[config.mk]
export PLATFORM = sky130hd
export DESIGN_NAME = rsf_exec
export DESIGN_NICKNAME = d
export VERILOG_FILES = /design/src/pkg/rsf_pkg.sv /design/src/core/rsf_exec.sv
export SDC_FILE = /design/constraint.sdc
export NUM_CORES = 1
export LEC_CHECK = 0
export ABC_AREA = 0
export BUFFER_PORTS_ARGS = -buffer_cell sky130_fd_sc_hd__buf_2
export CORE_ASPECT_RATIO = 1.1
export CORE_MARGIN = 1.5
export CORE_UTILIZATION = 53
export DETAILED_ROUTE_END_ITERATION = 7
export GPL_TIMING_DRIVEN = 0
export PLACE_DENSITY = 0.92
export SYNTH_ARGS = -nofsm -noshare
export SYNTH_HDL_FRONTEND = slang
export SYNTH_SLANG_ARGS = --single-unit
[constraint.sdc]
create_clock -name i_clk_sys -period 2.4 [get_ports i_clk_sys]
set_clock_uncertainty 0.2 [all_clocks]
set_input_delay 0.48 -clock i_clk_sys [delete_from_list [all_inputs] [get_ports i_clk_sys]]
set_output_delay 0.48 -clock i_clk_sys [all_outputs]
set_load 0.1 [all_outputs]
[src/pkg/rsf_pkg.sv]
// rsf_pkg: constants and types shared by the rotate/set file-op unit.
// assumes a 16-bit instruction word and a banked byte-wide data memory.
package rsf_pkg;
   // opcode patterns, compared against the upper instruction bits
   localparam logic [5:0] RSF_ROT_OPC = 6'b01_0000;
   localparam logic [6:0] RSF_SET_OPC = 7'b011_0100;
   localparam int RSF_ROT_OPC_MSB = 15;
   localparam int RSF_ROT_OPC_LSB = 10;
   localparam int RSF_SET_OPC_LSB = 9;
   localparam int RSF_DEST_BIT = 9;
   localparam int RSF_ACC_BIT = 8;
   // file addresses at or below this use indexed literal offset mode
   localparam logic [7:0] RSF_IDX_MAX = 8'h5F;
   // access bank: low part maps to bank 0, high part to the top bank
   localparam logic [7:0] RSF_ACC_SPLIT = 8'h60;
   localparam logic [7:0] RSF_ALL_ONES = 8'hFF;
   localparam logic [7:0] RSF_ZERO_BYTE = 8'h00;
   localparam logic [15:0] RSF_INSTR_RST = 16'h0000;
   localparam int RSF_SIGN_BIT = 7;

   typedef enum logic [1:0] {RSF_OP_NONE, RSF_OP_ROT, RSF_OP_SET} rsf_op_t;
   typedef enum logic [1:0] {RSF_Q1, RSF_Q2, RSF_Q3, RSF_Q4} rsf_phase_t;
endpackage : rsf_pkg

[src/core/rsf_exec.sv]
// rsf_exec: decode and execute of rotate-right-no-carry and set-all-ones
// file-register instructions, one instruction per four-phase cycle.
// assumes the instruction word is held stable by fetch logic on the same
// clock and sampled at the first phase; read data is valid while the read
// strobe is high and is latched at the end of that phase.
//
// Function
// - rotate moves bit n to n-1 and bit 0 to bit 7, updating only negative and zero flags.
// - rotate destination bit 0 writes working_reg, 1 writes back to the file register.
// - access bit 0 uses the access bank ignoring bank_select_reg; 1 uses bank_select_reg.
// - access bit 0 with extended set enabled and address at most 5Fh uses indexed literal offset.
// - set writes FFh into the addressed file register and leaves all flags unchanged.
// - set uses the access bank when access bit is clear, bank_select_reg when set.
// - opcodes are 0100 00da and 0110 100a each followed by an 8-bit address, one word each.
`timescale 1ns/1ps
`default_nettype none
module rsf_exec #(
   parameter int BANK_W = 4
) (
   input wire logic i_clk_sys,                    // 250 MHz core clock
   input wire logic i_rst_b,                      // async reset, active low
   input wire logic [15:0] i_instr,               // instruction word
   input wire logic i_instr_vld,                  // word present at phase 1
   input wire logic i_ext_set_en,                 // extended set enabled
   input wire logic [BANK_W-1:0] i_bank_sel,      // bank_select_reg value
   input wire logic [BANK_W+7:0] i_idx_base,      // indexed offset base
   input wire logic [7:0] i_mem_rdata,            // data memory read data
   output logic o_cyc_start,                      // phase 1 marker
   output logic [BANK_W+7:0] o_mem_addr,          // data memory address
   output logic o_mem_rd,                         // read strobe, phase 2
   output logic o_mem_wr,                         // write strobe, phase 4
   output logic [7:0] o_mem_wdata,                // write data
   output logic o_wreg_we,                        // working_reg write
   output logic [7:0] o_wreg_data,                // working_reg data
   output logic o_flag_we,                        // negative/zero update
   output logic o_neg_flag,                       // negative flag value
   output logic o_zero_flag,                      // zero flag value
   output logic o_op_hit                          // recognised op in flight
);
   import rsf_pkg::*;

   logic rst_s1_q;
   logic rst_s2_q;
   wire rst_n = rst_s2_q;

   always_ff @(posedge i_clk_sys or negedge i_rst_b) begin
      if (!i_rst_b) begin
         rst_s1_q <= 1'b0;
         rst_s2_q <= 1'b0;
      end else begin
         rst_s1_q <= 1'b1;
         rst_s2_q <= rst_s1_q;
      end
   end

   rsf_phase_t phase_q;
   rsf_phase_t phase_d;
   rsf_op_t op_q;
   rsf_op_t op_d;
   logic [15:0] instr_q;
   logic [BANK_W+7:0] addr_q;
   logic [7:0] res_q;
   logic [7:0] res_d;
   logic zero_q;
   logic [7:0] opnd_q;

   // decode works on the live word so the address is ready by phase 2
   wire is_rot =
      i_instr[RSF_ROT_OPC_MSB:RSF_ROT_OPC_LSB] == RSF_ROT_OPC;
   wire is_set =
      i_instr[RSF_ROT_OPC_MSB:RSF_SET_OPC_LSB] == RSF_SET_OPC;
   wire [7:0] f_addr = i_instr[7:0];
   wire acc_bit = i_instr[RSF_ACC_BIT];
   wire dest_f = instr_q[RSF_DEST_BIT];
   wire use_idx =
      !acc_bit && i_ext_set_en && (f_addr <= RSF_IDX_MAX);
   wire [BANK_W-1:0] acc_bank = (f_addr < RSF_ACC_SPLIT) ?
      {BANK_W{1'b0}} : {BANK_W{1'b1}};
   // banked: bank_select_reg only when the access bit is set
   wire [BANK_W-1:0] bank = acc_bit ? i_bank_sel : acc_bank;
   wire [BANK_W+7:0] idx_addr = i_idx_base + {{BANK_W{1'b0}}, f_addr};
   wire [BANK_W+7:0] eff_addr = use_idx ? idx_addr : {bank, f_addr};
   wire [7:0] rot_res = {opnd_q[0], opnd_q[7:1]};

   always_comb begin
      phase_d = phase_q;
      case (phase_q)
         RSF_Q1: phase_d = RSF_Q2;
         RSF_Q2: phase_d = RSF_Q3;
         RSF_Q3: phase_d = RSF_Q4;
         RSF_Q4: phase_d = RSF_Q1;
         default: phase_d = RSF_Q1;
      endcase
   end

   always_comb begin
      op_d = op_q;
      if (phase_q == RSF_Q1) begin
         if (!i_instr_vld) begin
            op_d = RSF_OP_NONE;
         end else if (is_rot) begin
            op_d = RSF_OP_ROT;
         end else if (is_set) begin
            op_d = RSF_OP_SET;
         end else begin
            op_d = RSF_OP_NONE;
         end
      end
   end

   // result formed in phase 3 from the operand read in phase 2
   always_comb begin
      res_d = res_q;
      if (phase_q == RSF_Q3) begin
         if (op_q == RSF_OP_ROT) begin
            res_d = rot_res;
         end else if (op_q == RSF_OP_SET) begin
            res_d = RSF_ALL_ONES;
         end
      end
   end

   always_ff @(posedge i_clk_sys or negedge rst_n) begin
      if (!rst_n) begin
         phase_q <= RSF_Q1;
         op_q <= RSF_OP_NONE;
      end else begin
         phase_q <= phase_d;
         op_q <= op_d;
      end
   end

   always_ff @(posedge i_clk_sys or negedge rst_n) begin
      if (!rst_n) begin
         instr_q <= RSF_INSTR_RST;
         addr_q <= '0;
         res_q <= RSF_ZERO_BYTE;
         zero_q <= 1'b0;
         opnd_q <= RSF_ZERO_BYTE;
      end else begin
         if (phase_q == RSF_Q1) begin
            instr_q <= i_instr;
            addr_q <= eff_addr;
         end
         // latch the operand so memory need not hold it into phase 3
         if (phase_q == RSF_Q2) begin
            opnd_q <= i_mem_rdata;
         end
         res_q <= res_d;
         if (phase_q == RSF_Q3) begin
            zero_q <= (res_d == RSF_ZERO_BYTE);
         end
      end
   end

   wire op_rot = op_q == RSF_OP_ROT;
   wire op_set = op_q == RSF_OP_SET;
   wire in_q4 = phase_q == RSF_Q4;

   assign o_cyc_start = phase_q == RSF_Q1;
   assign o_mem_addr = addr_q;
   assign o_mem_rd = (phase_q == RSF_Q2) && op_rot;
   assign o_mem_wr = in_q4 && (op_set || (op_rot && dest_f));
   assign o_mem_wdata = res_q;
   assign o_wreg_we = in_q4 && op_rot && !dest_f;
   assign o_wreg_data = res_q;
   // set never touches flags, so only rotate raises the flag strobe
   assign o_flag_we = in_q4 && op_rot;
   assign o_neg_flag = res_q[RSF_SIGN_BIT];
   assign o_zero_flag = zero_q;
   assign o_op_hit = op_rot || op_set;
endmodule : rsf_exec
`default_nettype wire

# [Yosys cells after proc, flatten, opt, wreduce, memory -nomap -nowiden]
# Cells that the tools add are included.
[totals] register_bits=45 out_inout_bits=36 wordCells=42
[op_classes] n_reduce_logical=13 eq_ne=7 add_sub_neg=1 order_cmp=2 muxes=10
[ops] operator="8-bit 2-to-1 mux" count=3
[ops] operator="12-bit by 8-bit adder with 12-bit output" count=1
[ops] operator="12-bit 2-to-1 mux" count=1
[ops] operator="8-bit by 7-bit <= comparator with 1-bit output (second input constant)" count=1
[ops] operator="8-bit zero test" count=1
[ops] operator="8-bit by 7-bit less-than comparator with 1-bit output (second input constant)" count=1
[ops] operator="4-bit 2-to-1 mux" count=2
[ops] operator="2-bit one-hot mux with 4 select lines" count=1
[ops] operator="7-bit by 6-bit == test with 1-bit output (second input constant)" count=1
[ops] operator="1-bit logical AND" count=7
[ops] operator="2-bit == test (second input constant)" count=3
[ops] operator="6-bit by 5-bit == test with 1-bit output (second input constant)" count=1
[ops] operator="2-bit 2-to-1 mux" count=3
[ops] operator="2-bit by 1-bit == test with 1-bit output (second input constant)" count=2
[ops] operator="1-bit zero test" count=2
[ops] operator="2-bit zero test" count=1
[ops] operator="1-bit logical OR" count=2

# [Depth between registers and ports, before layout]
# Gate-level depths: netlist of the first run.
[depth] depth_word=5 depth_mapped=8

# [Worst setup path after synthesis of the first run]
# OpenSTA, ideal clock, no wires.
[synth_timing] kind="flip-flop to output port" start="register op_q[1]" end="output port o_wreg_we" n_path_buf=0 required_ns=1.720 stages_incl_launch_ff=5 arrival_ns=2.846 setup_slack_ns=-1.126 path_cell_list="dfrtp_1 inv_1 ha_1 and2_1 nor2b_1"
[synth_between] elab_chain_len=3
[synth_rtl] item="from (decl)" line="rsf_exec.sv:58" source="rsf_op_t op_q;"
[synth_rtl] item="from (signal assigned)" line="rsf_exec.sv:129" source="op_q <= op_d;"
[synth_rtl] item="2-bit by 1-bit == test with 1-bit output" line="rsf_exec.sv:156" source="wire op_rot = op_q == RSF_OP_ROT;"
[synth_rtl] item="1-bit logical AND"
[synth_rtl] item="named net o_flag_we" line="rsf_exec.sv:35" source="output logic o_flag_we,"
[synth_rtl] item="1-bit logical AND" line="rsf_exec.sv:165" source="assign o_wreg_we = in_q4 && op_rot && !dest_f;"
[synth_rtl] item="to (decl)" line="rsf_exec.sv:33" source="output logic o_wreg_we,"
# The timed path passes the listed nets, and every way through them passes these cells.

# [Worst setup path after layout of the first run]
[layout_timing] start="register op_q[1]" end="output port o_mem_wr"
[layout_between] elab_chain_len=4 elab_cells_between_ends=5
[layout_rtl] item="2-bit by 1-bit == test with 1-bit output" line="rsf_exec.sv:156"
[layout_rtl] item="1-bit logical AND" line="rsf_exec.sv:163" source="assign o_mem_wr = in_q4 && (op_set || (op_rot && dest_f));"
[layout_rtl] item="1-bit logical OR (*)" line="rsf_exec.sv:163"
[layout_rtl] item="1-bit logical AND (*)" line="rsf_exec.sv:163"
[layout_rtl] item="to (decl)" line="rsf_exec.sv:31" source="output logic o_mem_wr,"
# Mark *: on every way between the ends. The rest lies on a longest branch, timed or not.

==> impl_metrics.json, run 1 <==
{
  "status": "finished, final reports clean",
  "ys_top_cells_by_area": "dfrtp_1 43%, ha_1 8.4%, mux2_2 4.9%",
  "cts_buffers": 5,
  "max_freq_mhz": 441,
  "hp-class": "reg -> async",
  "first_global_vias": 1728,
  "synthesis.area_sq_um": 2080,
  "startpoint_type": "flop",
  "finalCriticalPeriod_ns": 2.27,
  "ir_drop_mv": 0.271,
  "clkTransAtPathRegs_ns": 0.06,
  "rows": 23,
  "dp_hpwl_mm": 3.59,
  "viasPerCell": 5.31,
  "area_delta_synth_final_pct": 27.2,
  "grt_overflow": 0,
  "syn_nets": 260,
  "crit_required_ns": 1.72,
  "yosysSeqAreaShare": 0.434,
  "p_leak_uw": 0.00132,
  "synth.most_common_cell": "dfrtp_1",
  "core_area_sq_um": 3680,
  "synth.avg_cell_area_sq_um": 10.3,
  "rsz0062_at_grt": "no",
  "drt_iter0_markers": 61,
  "synth_edf_count": 0,
  "fillerInstances": 324,
  "track_usage": 0.221,
  "fin_area_sq_um": 2640,
  "drtPass1Iterations": 4,
  "final_layout_size_suffix_gt1_frac": 0.411,
  "fin_crit_sh": 0.944,
  "synth.distinct_cells": 50,
  "clk_latency_ns": 0.28,
  "die_area_sq_um": 4300,
  "cts.sinks": 36,
  "synth_top_area_cell": "dfrtp_1",
  "die_x_um": 62.7,
  "yosys_warnings": 0,
  "syn_inst": 201,
  "tightest_slew_ns": 0.698,
  "slew_headroom": 0.535,
  "synth-seq-cells": 36,
  "final_max_slew_viol_count": 0,
  "power.density_nw_per_um2": 660,
  "insertedDiodeCount": 0,
  "ys_async_sr_fraction": 1.00,
  "clockBufferDepth": 2,
  "grt_pass1_wl_mm": 7.26,
  "wl_mm": 4.51,
  "ys.flop_type": "dfrtp_1",
  "cp_max_fo": 5,
  "placed_cell_area_sq_um": 2550,
  "vias": 1791,
  "synth_top_cell_area_share": 0.434,
  "place_ws_ns": -0.00915,
  "die_y_um": 68.6,
  "drc": 0,
  "antenna_found_initial": 0,
  "htreeDepth": 2,
  "finalWorstSetupSlack_ns": 0.135,
  "place_congestion": 0.830,
  "final-hold-violation-count": 0,
  "nets": 346,
  "ioPinCount": 80,
  "port_buffers": 79,
  "wire_per_inst_um": 13.4,
  "root_buffer": "clkbuf_8",
  "cap_viol_max_count": 0,
  "critPathKind": "reg -> out",
  "synth_common_cells": "36 x dfrtp_1, 16 x a21oi_1, 14 x ha_1, 13 x nor2_1, 11 x nand2_1",
  "critPathArrivalTime_ns": 1.59,
  "ant_nets": 0,
  "start_util": 0.564,
  "cts_tree": "yes",
  "critPathCaptureType": "output port",
  "setup_viol": 0,
  "grt_max_degree": 35
}
layout make-up:
class,count,area (sq um),area share
clock inverters,1,5.00,0.00190
well taps,50,62.6,0.0237
repair buffers,80,410,0.155
flip-flops and latches,36,902,0.342
inverters,9,33.8,0.0128
multi-input cells,142,1070,0.405
plain buffers,13,85.1,0.0322
clock buffers,6,72.6,0.0275
flip-flops by register name (all words and copies together) (netlist names):
name and flops:
phase_q 2, o_zero_flag 1, op_q 2, rst_n 1, instr_q 1, o_mem_wdata 8, opnd_q 8, o_mem_addr 12
rst_s1_q 1
cells in the final DEF, fill, tap and decap left out, types with 5 or more instances in the layout:
cell | netlist | final
clkbuf_8 | 0 | 5
buf_4 | 9 | 11
buf_2 | 2 | 79
ha_1 | 14 | 12
mux2_2 | 9 | 9
o21ai_0 | 6 | 6
nand2_1 | 11 | 11
dfrtp_1 | 36 | 35
inv_1 | 9 | 9
o22a_1 | 8 | 8
a21oi_1 | 16 | 16
nor2_1 | 13 | 13
layer usage:
| metal | routed length, um | vias up | global-route usage |
|---|---|---|---|
| li1 | - | 887 | - |
| met5 | 0 | - | 0 |
| met3 | 311 | 10 | 0.0438 |
| met2 | 2230 | 77 | 0.413 |
| met4 | 87 | 0 | 0.117 |
| met1 | 1880 | 817 | 0.243 |
per-stage QoR:
stage                util  setup TNS [ns]  total power [uW]  cells  hold WS [ns]
floorplan               -         -0.0195              1240    201       -0.0156
global placement    0.692               0              1350    330        0.0667
detailed placement  0.692         -0.0181              1370    330        0.0676
CTS                 0.716               0              1750    337         0.149
global route        0.717               0              1820    337         0.158
finish              0.717               0              1740    337         0.118
worst max-delay path, stage by stage, from the launching register on:
cell	delay (ns)
dfrtp_1	0.38
inv_1	0.08
ha_1	0.22
a21oi_1	0.10
nor2b_2	0.10
buf_2	0.43
logic make-up after synthesis:
kind of cell,count (synthesis),synth area share
adder cells (fa/ha/maj),15,0.0940
buffers and inverters,23,0.0591
AND/OR/NAND/NOR,52,0.139
multiplexers,12,0.0633
XOR/XNOR,5,0.0211
other,1,0.00181
AO/OA/AOI/OAI,57,0.188
flip-flops,36,0.434
power breakdown:
| group | switching, uW | total, uW | leakage (uW) | internal [uW] |
|---|---|---|---|---|
| Clock | 189 | 385 | 0.0000410 | 197 |
| Combinational | 509 | 666 | 0.000834 | 157 |
| Sequential | 39.1 | 692 | 0.000444 | 653 |
| Total | 737 | 1740 | 0.00132 | 1010 |
repair_timing:
item,in CTS,in global routing
setup endpoints to repair,2,1
hold buffers,1,0
pin swaps,0,0
resized for setup,2,1
buffers inserted,0,0
hold endpoints to repair,2,0
final timing paths:
path                            start              to  slack, ns  depth (start not counted)
min reg2reg                     rst_n  o_mem_wdata[7]       0.12                          0
max                           op_q[1]        o_mem_wr       0.13                          5
max reg2reg                phase_q[0]     o_zero_flag       0.38                          7
min                             rst_n  o_mem_wdata[7]       0.12                          0
min in group i_clk_sys       rst_s1_q           rst_n       0.15                          0
max in group asynchronous       rst_n         op_q[0]       1.43                          0
Note: power is estimated with default switching activity, not from simulation.
==> run 2: changes to the inputs <==
--- a/config.mk
+++ b/config.mk
@@ -5,14 +5,15 @@
 export SDC_FILE = /design/constraint.sdc
 export NUM_CORES = 1
 export LEC_CHECK = 0
-export ABC_AREA = 0
 export BUFFER_PORTS_ARGS = -buffer_cell sky130_fd_sc_hd__buf_2
+export CELL_PAD_IN_SITES_DETAIL_PLACEMENT = 1
+export CELL_PAD_IN_SITES_GLOBAL_PLACEMENT = 2
 export CORE_ASPECT_RATIO = 1.1
 export CORE_MARGIN = 1.5
-export CORE_UTILIZATION = 53
+export CORE_UTILIZATION = 31
 export DETAILED_ROUTE_END_ITERATION = 7
 export GPL_TIMING_DRIVEN = 0
-export PLACE_DENSITY = 0.92
+export PLACE_DENSITY = 0.9
 export SYNTH_ARGS = -nofsm -noshare
 export SYNTH_HDL_FRONTEND = slang
 export SYNTH_SLANG_ARGS = --single-unit
==> run 2 against run 1 <==
Against the previous run:
- clock power up 18%
- largest power group unchanged
- count of clock-buffer cells in the layout up 1
- critical path type unchanged
- power up 4.0%
==> impl_metrics.json, run 2 (synthesized netlist as in run 1, its figures left out) <==
{
  "clkTransAtPathRegs_ns": 0.07,
  "max_freq_mhz": 438,
  "final_common_cell": "buf_2",
  "core_area_sq_um": 6520,
  "cp_max_fo": 5,
  "hp-class": "reg -> async",
  "track_usage": 0.160,
  "finalWorstSetupSlack_ns": 0.115,
  "fin_crit_sh": 0.952,
  "die_x_um": 81.0,
  "place_ws_ns": -0.0758,
  "die_area_sq_um": 7200,
  "clk_latency_ns": 0.28,
  "reg2reg_depth": 7,
  "first_global_vias": 1839,
  "clockBufferDepth": 2,
  "htreeDepth": 2,
  "cts_buffers": 5,
  "area_delta_synth_final_pct": 30.0,
  "wire_per_inst_um": 14.4,
  "finalCriticalPeriod_ns": 2.29,
  "path_cells": "inv_1, ha_1, a21oi_1, nor2b_2, buf_2",
  "rsz0062_at_grt": "no",
  "vias": 1845,
  "rows": 31,
  "power.density_nw_per_um2": 672,
  "ioPinCount": 80,
  "r2r-end": "o_zero_flag",
  "critPathKind": "reg -> out",
  "fin_util": 0.414,
  "grt_max_degree": 35,
  "final_layout_size_suffix_gt1_frac": 0.415,
  "crit_end": "o_mem_wr",
  "layout_common_cells": "79 x buf_2, 35 x dfrtp_1, 16 x a21oi_1, 13 x nor2_1, 12 x ha_1",
  "die_y_um": 88.8,
  "rrSetupSlack_ns": 0.30,
  "port_buffers": 79,
  "grt_pass1_wl_mm": 8.70,
  "cts.sinks": 36,
  "worst_hold_slack_ns": 0.136,
  "place_congestion": 0.871,
  "drtPass1Iterations": 4,
  "critPathArrivalTime_ns": 1.61,
  "critPathCaptureType": "output port",
  "grt_overflow": 0,
  "nets": 346,
  "ir_drop_mv": 0.287,
  "slowest_delay_ns": 0.43,
  "critPathSlowestCell": "buf_2",
  "tightest_slew_ns": 0.744,
  "postCtsSetupRepairBufs": 0,
  "critical_path.startpoint": "op_q[1]",
  "setup_viol": 0,
  "drc": 0,
  "cap_viol_max_count": 0,
  "cts_tree": "yes",
  "dp_hpwl_mm": 4.35,
  "reg2reg_from": "phase_q[0]",
  "slew_headroom": 0.504,
  "root_buffer": "clkbuf_8",
  "drt_iter0_markers": 25,
  "start_util": 0.319,
  "largest_register_ffs": 12,
  "p_leak_uw": 0.00133,
  "status": "finished, final reports clean",
  "startpoint_type": "flop",
  "final_max_slew_viol_count": 0,
  "insertedDiodeCount": 0,
  "viasPerCell": 5.00,
  "antenna_found_initial": 0,
  "final-hold-violation-count": 0,
  "wl_mm": 5.32,
  "ant_nets": 0,
  "crit_required_ns": 1.72
}
-- run 2: changes by cell type in the layout (fill, tap and decap cells not counted), sizes merged --
| cell | before | now |
|---|---|---|
| clkbuf | 6 | 7 |
| clkinv | 1 | 0 |
-- run 2: area by class of cell --
class	count	area (sq um)
buffer	13	85.1
multi-input combinational	142	1070
inverter	9	33.8
sequential	36	902
timing repair buffer	80	410
fill	788	3820
tap	82	103
clock buffer	7	96.3
-- run 2: metrics by stage --
stage                     TNS [ns]  std cells  instance area, sq um  total power [uW]
after floorplan            -0.0195        201                  2090              1240
after global placement     -0.0470        362                  2590              1360
after detailed placement    -0.134        362                  2590              1380
after CTS                        0        369                  2700              1840
after global routing             0        369                  2700              1900
final                            0        369                  2700              1810
-- run 2: worst min path at each step --
stage                   from  slack, ns  cells after the start            end
finish                 rst_n       0.14                      0  o_mem_addr[2]
global route        rst_s1_q       0.17                      0          rst_n
CTS                 rst_s1_q       0.16                      0          rst_n
detailed placement   i_rst_b       0.07                      1       rst_s1_q
global placement     i_rst_b       0.07                      1       rst_s1_q
floorplan            i_rst_b      -0.02                      0          rst_n
-- run 2: critical path: cells and delay by family, from the launching register on --
kind / cells / cell delay (ns)
flops: 1 / 0.39
compound gates: 1 / 0.10
buf+inv: 2 / 0.52
fa+ha+maj: 1 / 0.22
simple gates: 1 / 0.10
-- run 2: where the power goes --
group / switching, uW / total [uW] / internal [uW]
clock network: 197 / 453 / 255
logic: 510 / 667 / 157
registers: 41.1 / 694 / 653
-- run 2: routing by layer --
| metal | wire length [um] | global-route usage | vias up |
|---|---|---|---|
| met1 | 2310 | 0.193 | 870 |
| met4 | 120 | 0.0658 | 0 |
| li1 | - | - | 886 |
| met2 | 2540 | 0.280 | 79 |
| met3 | 355 | 0.0278 | 10 |
| met5 | 0 | 0 | - |
-- run 2: what timing repair did --
item	in CTS	in global routing
endpoints found under the setup margin	2	0
hold buffers	1	0
gates resized for setup	3	0
endpoints found under the hold margin	2	0
==> run 3: changes to the inputs <==
==> constraint.sdc (replaced) <==
create_clock -name i_clk_sys -period 2.4 [get_ports i_clk_sys]
set_clock_uncertainty 0.2 [all_clocks]
set_input_delay 0.24 -clock i_clk_sys [delete_from_list [all_inputs] [get_ports i_clk_sys]]
set_output_delay 0.24 -clock i_clk_sys [all_outputs]
set_load 0.1 [all_outputs]
==> run 3 against run 2 <==
Against the previous run:
- utilization increased by 1.1 points
- first-iteration DRC count down 28%
- fmax up 1.5%
- global-route usage shrank 0.41 points
- setup slack improved by 0.034 ns
- critical endpoint is now o_mem_rd
- sequential cell count unchanged
- non-clock buffer count rose by 11
- sequential power barely moved
- clock power down 17%
- combinational power grew 2%
- hold slack worse by 0.11 ns
- power shrank 3.4%
==> impl_metrics.json, run 3 (synthesized netlist as in run 1, its figures left out) <==
{
  "status": "finished, final reports clean",
  "layout_common_cells": "81 x buf_2, 35 x dfrtp_1, 16 x a21oi_1, 13 x nor2_1, 13 x ha_1",
  "hp-class": "in -> reg",
  "fin_cells": 378,
  "drc": 0,
  "power.density_nw_per_um2": 633,
  "clkTransAtPathRegs_ns": 0.07,
  "die_area_sq_um": 7200,
  "cts_tree": "yes",
  "place_ws_ns": 0.194,
  "placed_cells": 362,
  "clk_latency_ns": 0.28,
  "antenna_found_initial": 0,
  "area_delta_synth_final_pct": 33.5,
  "rows": 31,
  "wl_mm": 5.44,
  "vias": 1858,
  "regArea_sq_um": 902,
  "multiInputGateArea_sq_um": 1060,
  "dp_hpwl_mm": 4.39,
  "postCtsSetupRepairBufs": 0,
  "critPathArrivalTime_ns": 1.81,
  "fin_util": 0.425,
  "start_util": 0.319,
  "htreeDepth": 2,
  "critPathKind": "reg -> out",
  "final_common_cell": "buf_2",
  "ioPinCount": 80,
  "largest_register_ffs": 12,
  "track_usage": 0.156,
  "rsz0062_at_grt": "no",
  "final_max_slew_viol_count": 0,
  "fin_crit_sh": 0.938,
  "final-hold-violation-count": 0,
  "first_global_vias": 1829,
  "cp_max_fo": 9,
  "port_buffers": 79,
  "tightest_slew_ns": 0.743,
  "fillerInstances": 789,
  "die_y_um": 88.8,
  "cts.sinks": 36,
  "cts_buffers": 5,
  "ant_nets": 0,
  "drtPass1Iterations": 4,
  "power.total_uw": 1750,
  "cap_viol_max_count": 0,
  "grt_overflow": 0,
  "grt_max_degree": 35,
  "wire_per_inst_um": 14.4,
  "critPathCaptureType": "output port",
  "max_freq_mhz": 444,
  "die_x_um": 81.0,
  "finalCriticalPeriod_ns": 2.25,
  "setup_viol": 0,
  "crit_required_ns": 1.96,
  "p_leak_uw": 0.00136,
  "final_layout_size_suffix_gt1_frac": 0.385,
  "grt_pass1_wl_mm": 8.53,
  "place_congestion": 0.853,
  "startpoint_type": "flop",
  "viasPerCell": 4.92,
  "clockBufferDepth": 2,
  "root_buffer": "clkbuf_8",
  "slew_headroom": 0.505,
  "nets": 357,
  "ir_drop_mv": 0.347,
  "insertedDiodeCount": 0,
  "finalWorstSetupSlack_ns": 0.148,
  "drt_iter0_markers": 18,
  "core_area_sq_um": 6520
}
-- run 3: cell types whose count changed in the layout (fill, tap and decap cells not counted), sizes merged --
cell,change
dlygate4sd3,+11
clkbuf,-2
-- run 3: timing repair --
action,in CTS,in global routing
hold buffers,12,0
endpoints found under the setup margin,1,0
endpoints found under the hold margin,12,0
resized for setup,0,0
-- run 3: where the power goes --
group | switching (uW) | total, uW | internal (uW)
sequential | 41.0 | 694 | 653
combinational | 515 | 683 | 168
clock | 188 | 375 | 187
-- run 3: final timing paths --
check                           start             to  slack (ns)  cells after the start
setup / recovery           phase_q[1]       o_mem_rd        0.15                      4
hold / removal             i_instr[3]  o_mem_addr[3]        0.03                      3
setup reg to reg           phase_q[0]    o_zero_flag        0.34                      7
hold reg to reg                 rst_n  o_mem_addr[2]        0.13                      0
max in group asynchronous       rst_n      opnd_q[3]        1.39                      0
min in group asynchronous     i_rst_b       rst_s1_q        0.07                      2
-- run 3: metrics by stage --
stage | instance area [sq um] | setup TNS [ns] | hold WS, ns
2_1_floorplan | 2090 | -0.193 | -0.256
3_3_place_gp | 2580 | 0 | -0.173
3_5_place_dp | 2580 | 0 | -0.172
4_1_cts | 2770 | 0 | 0.0240
5_1_grt | 2770 | 0 | 0.0396
6_report | 2770 | 0 | 0.0300
-- run 3: per-layer routing --
metal	track usage	part of all wire	vias to the layer above
met5	0	0	-
met4	0.0643	0.024	0
met3	0.0381	0.060	12
met2	0.260	0.48	72
met1	0.192	0.44	863
li1	-	-	911
-- run 3: final cells by class --
| cell class | count | share of cell area |
|---|---|---|
| repair buffers | 91 | 0.186 |
| flip-flops and latches | 36 | 0.326 |
| inverters | 9 | 0.0122 |
| multi-input cells | 142 | 0.383 |
| plain buffers | 13 | 0.0307 |
| well taps | 82 | 0.0370 |
| clock buffers | 5 | 0.0248 |
-- run 3: worst max-delay path, cell delays in order, from the launching register on --
cell and delay, ns:
dfrtp_1 0.40, inv_1 0.09, ha_1 0.41, and2_1 0.20, buf_2 0.42
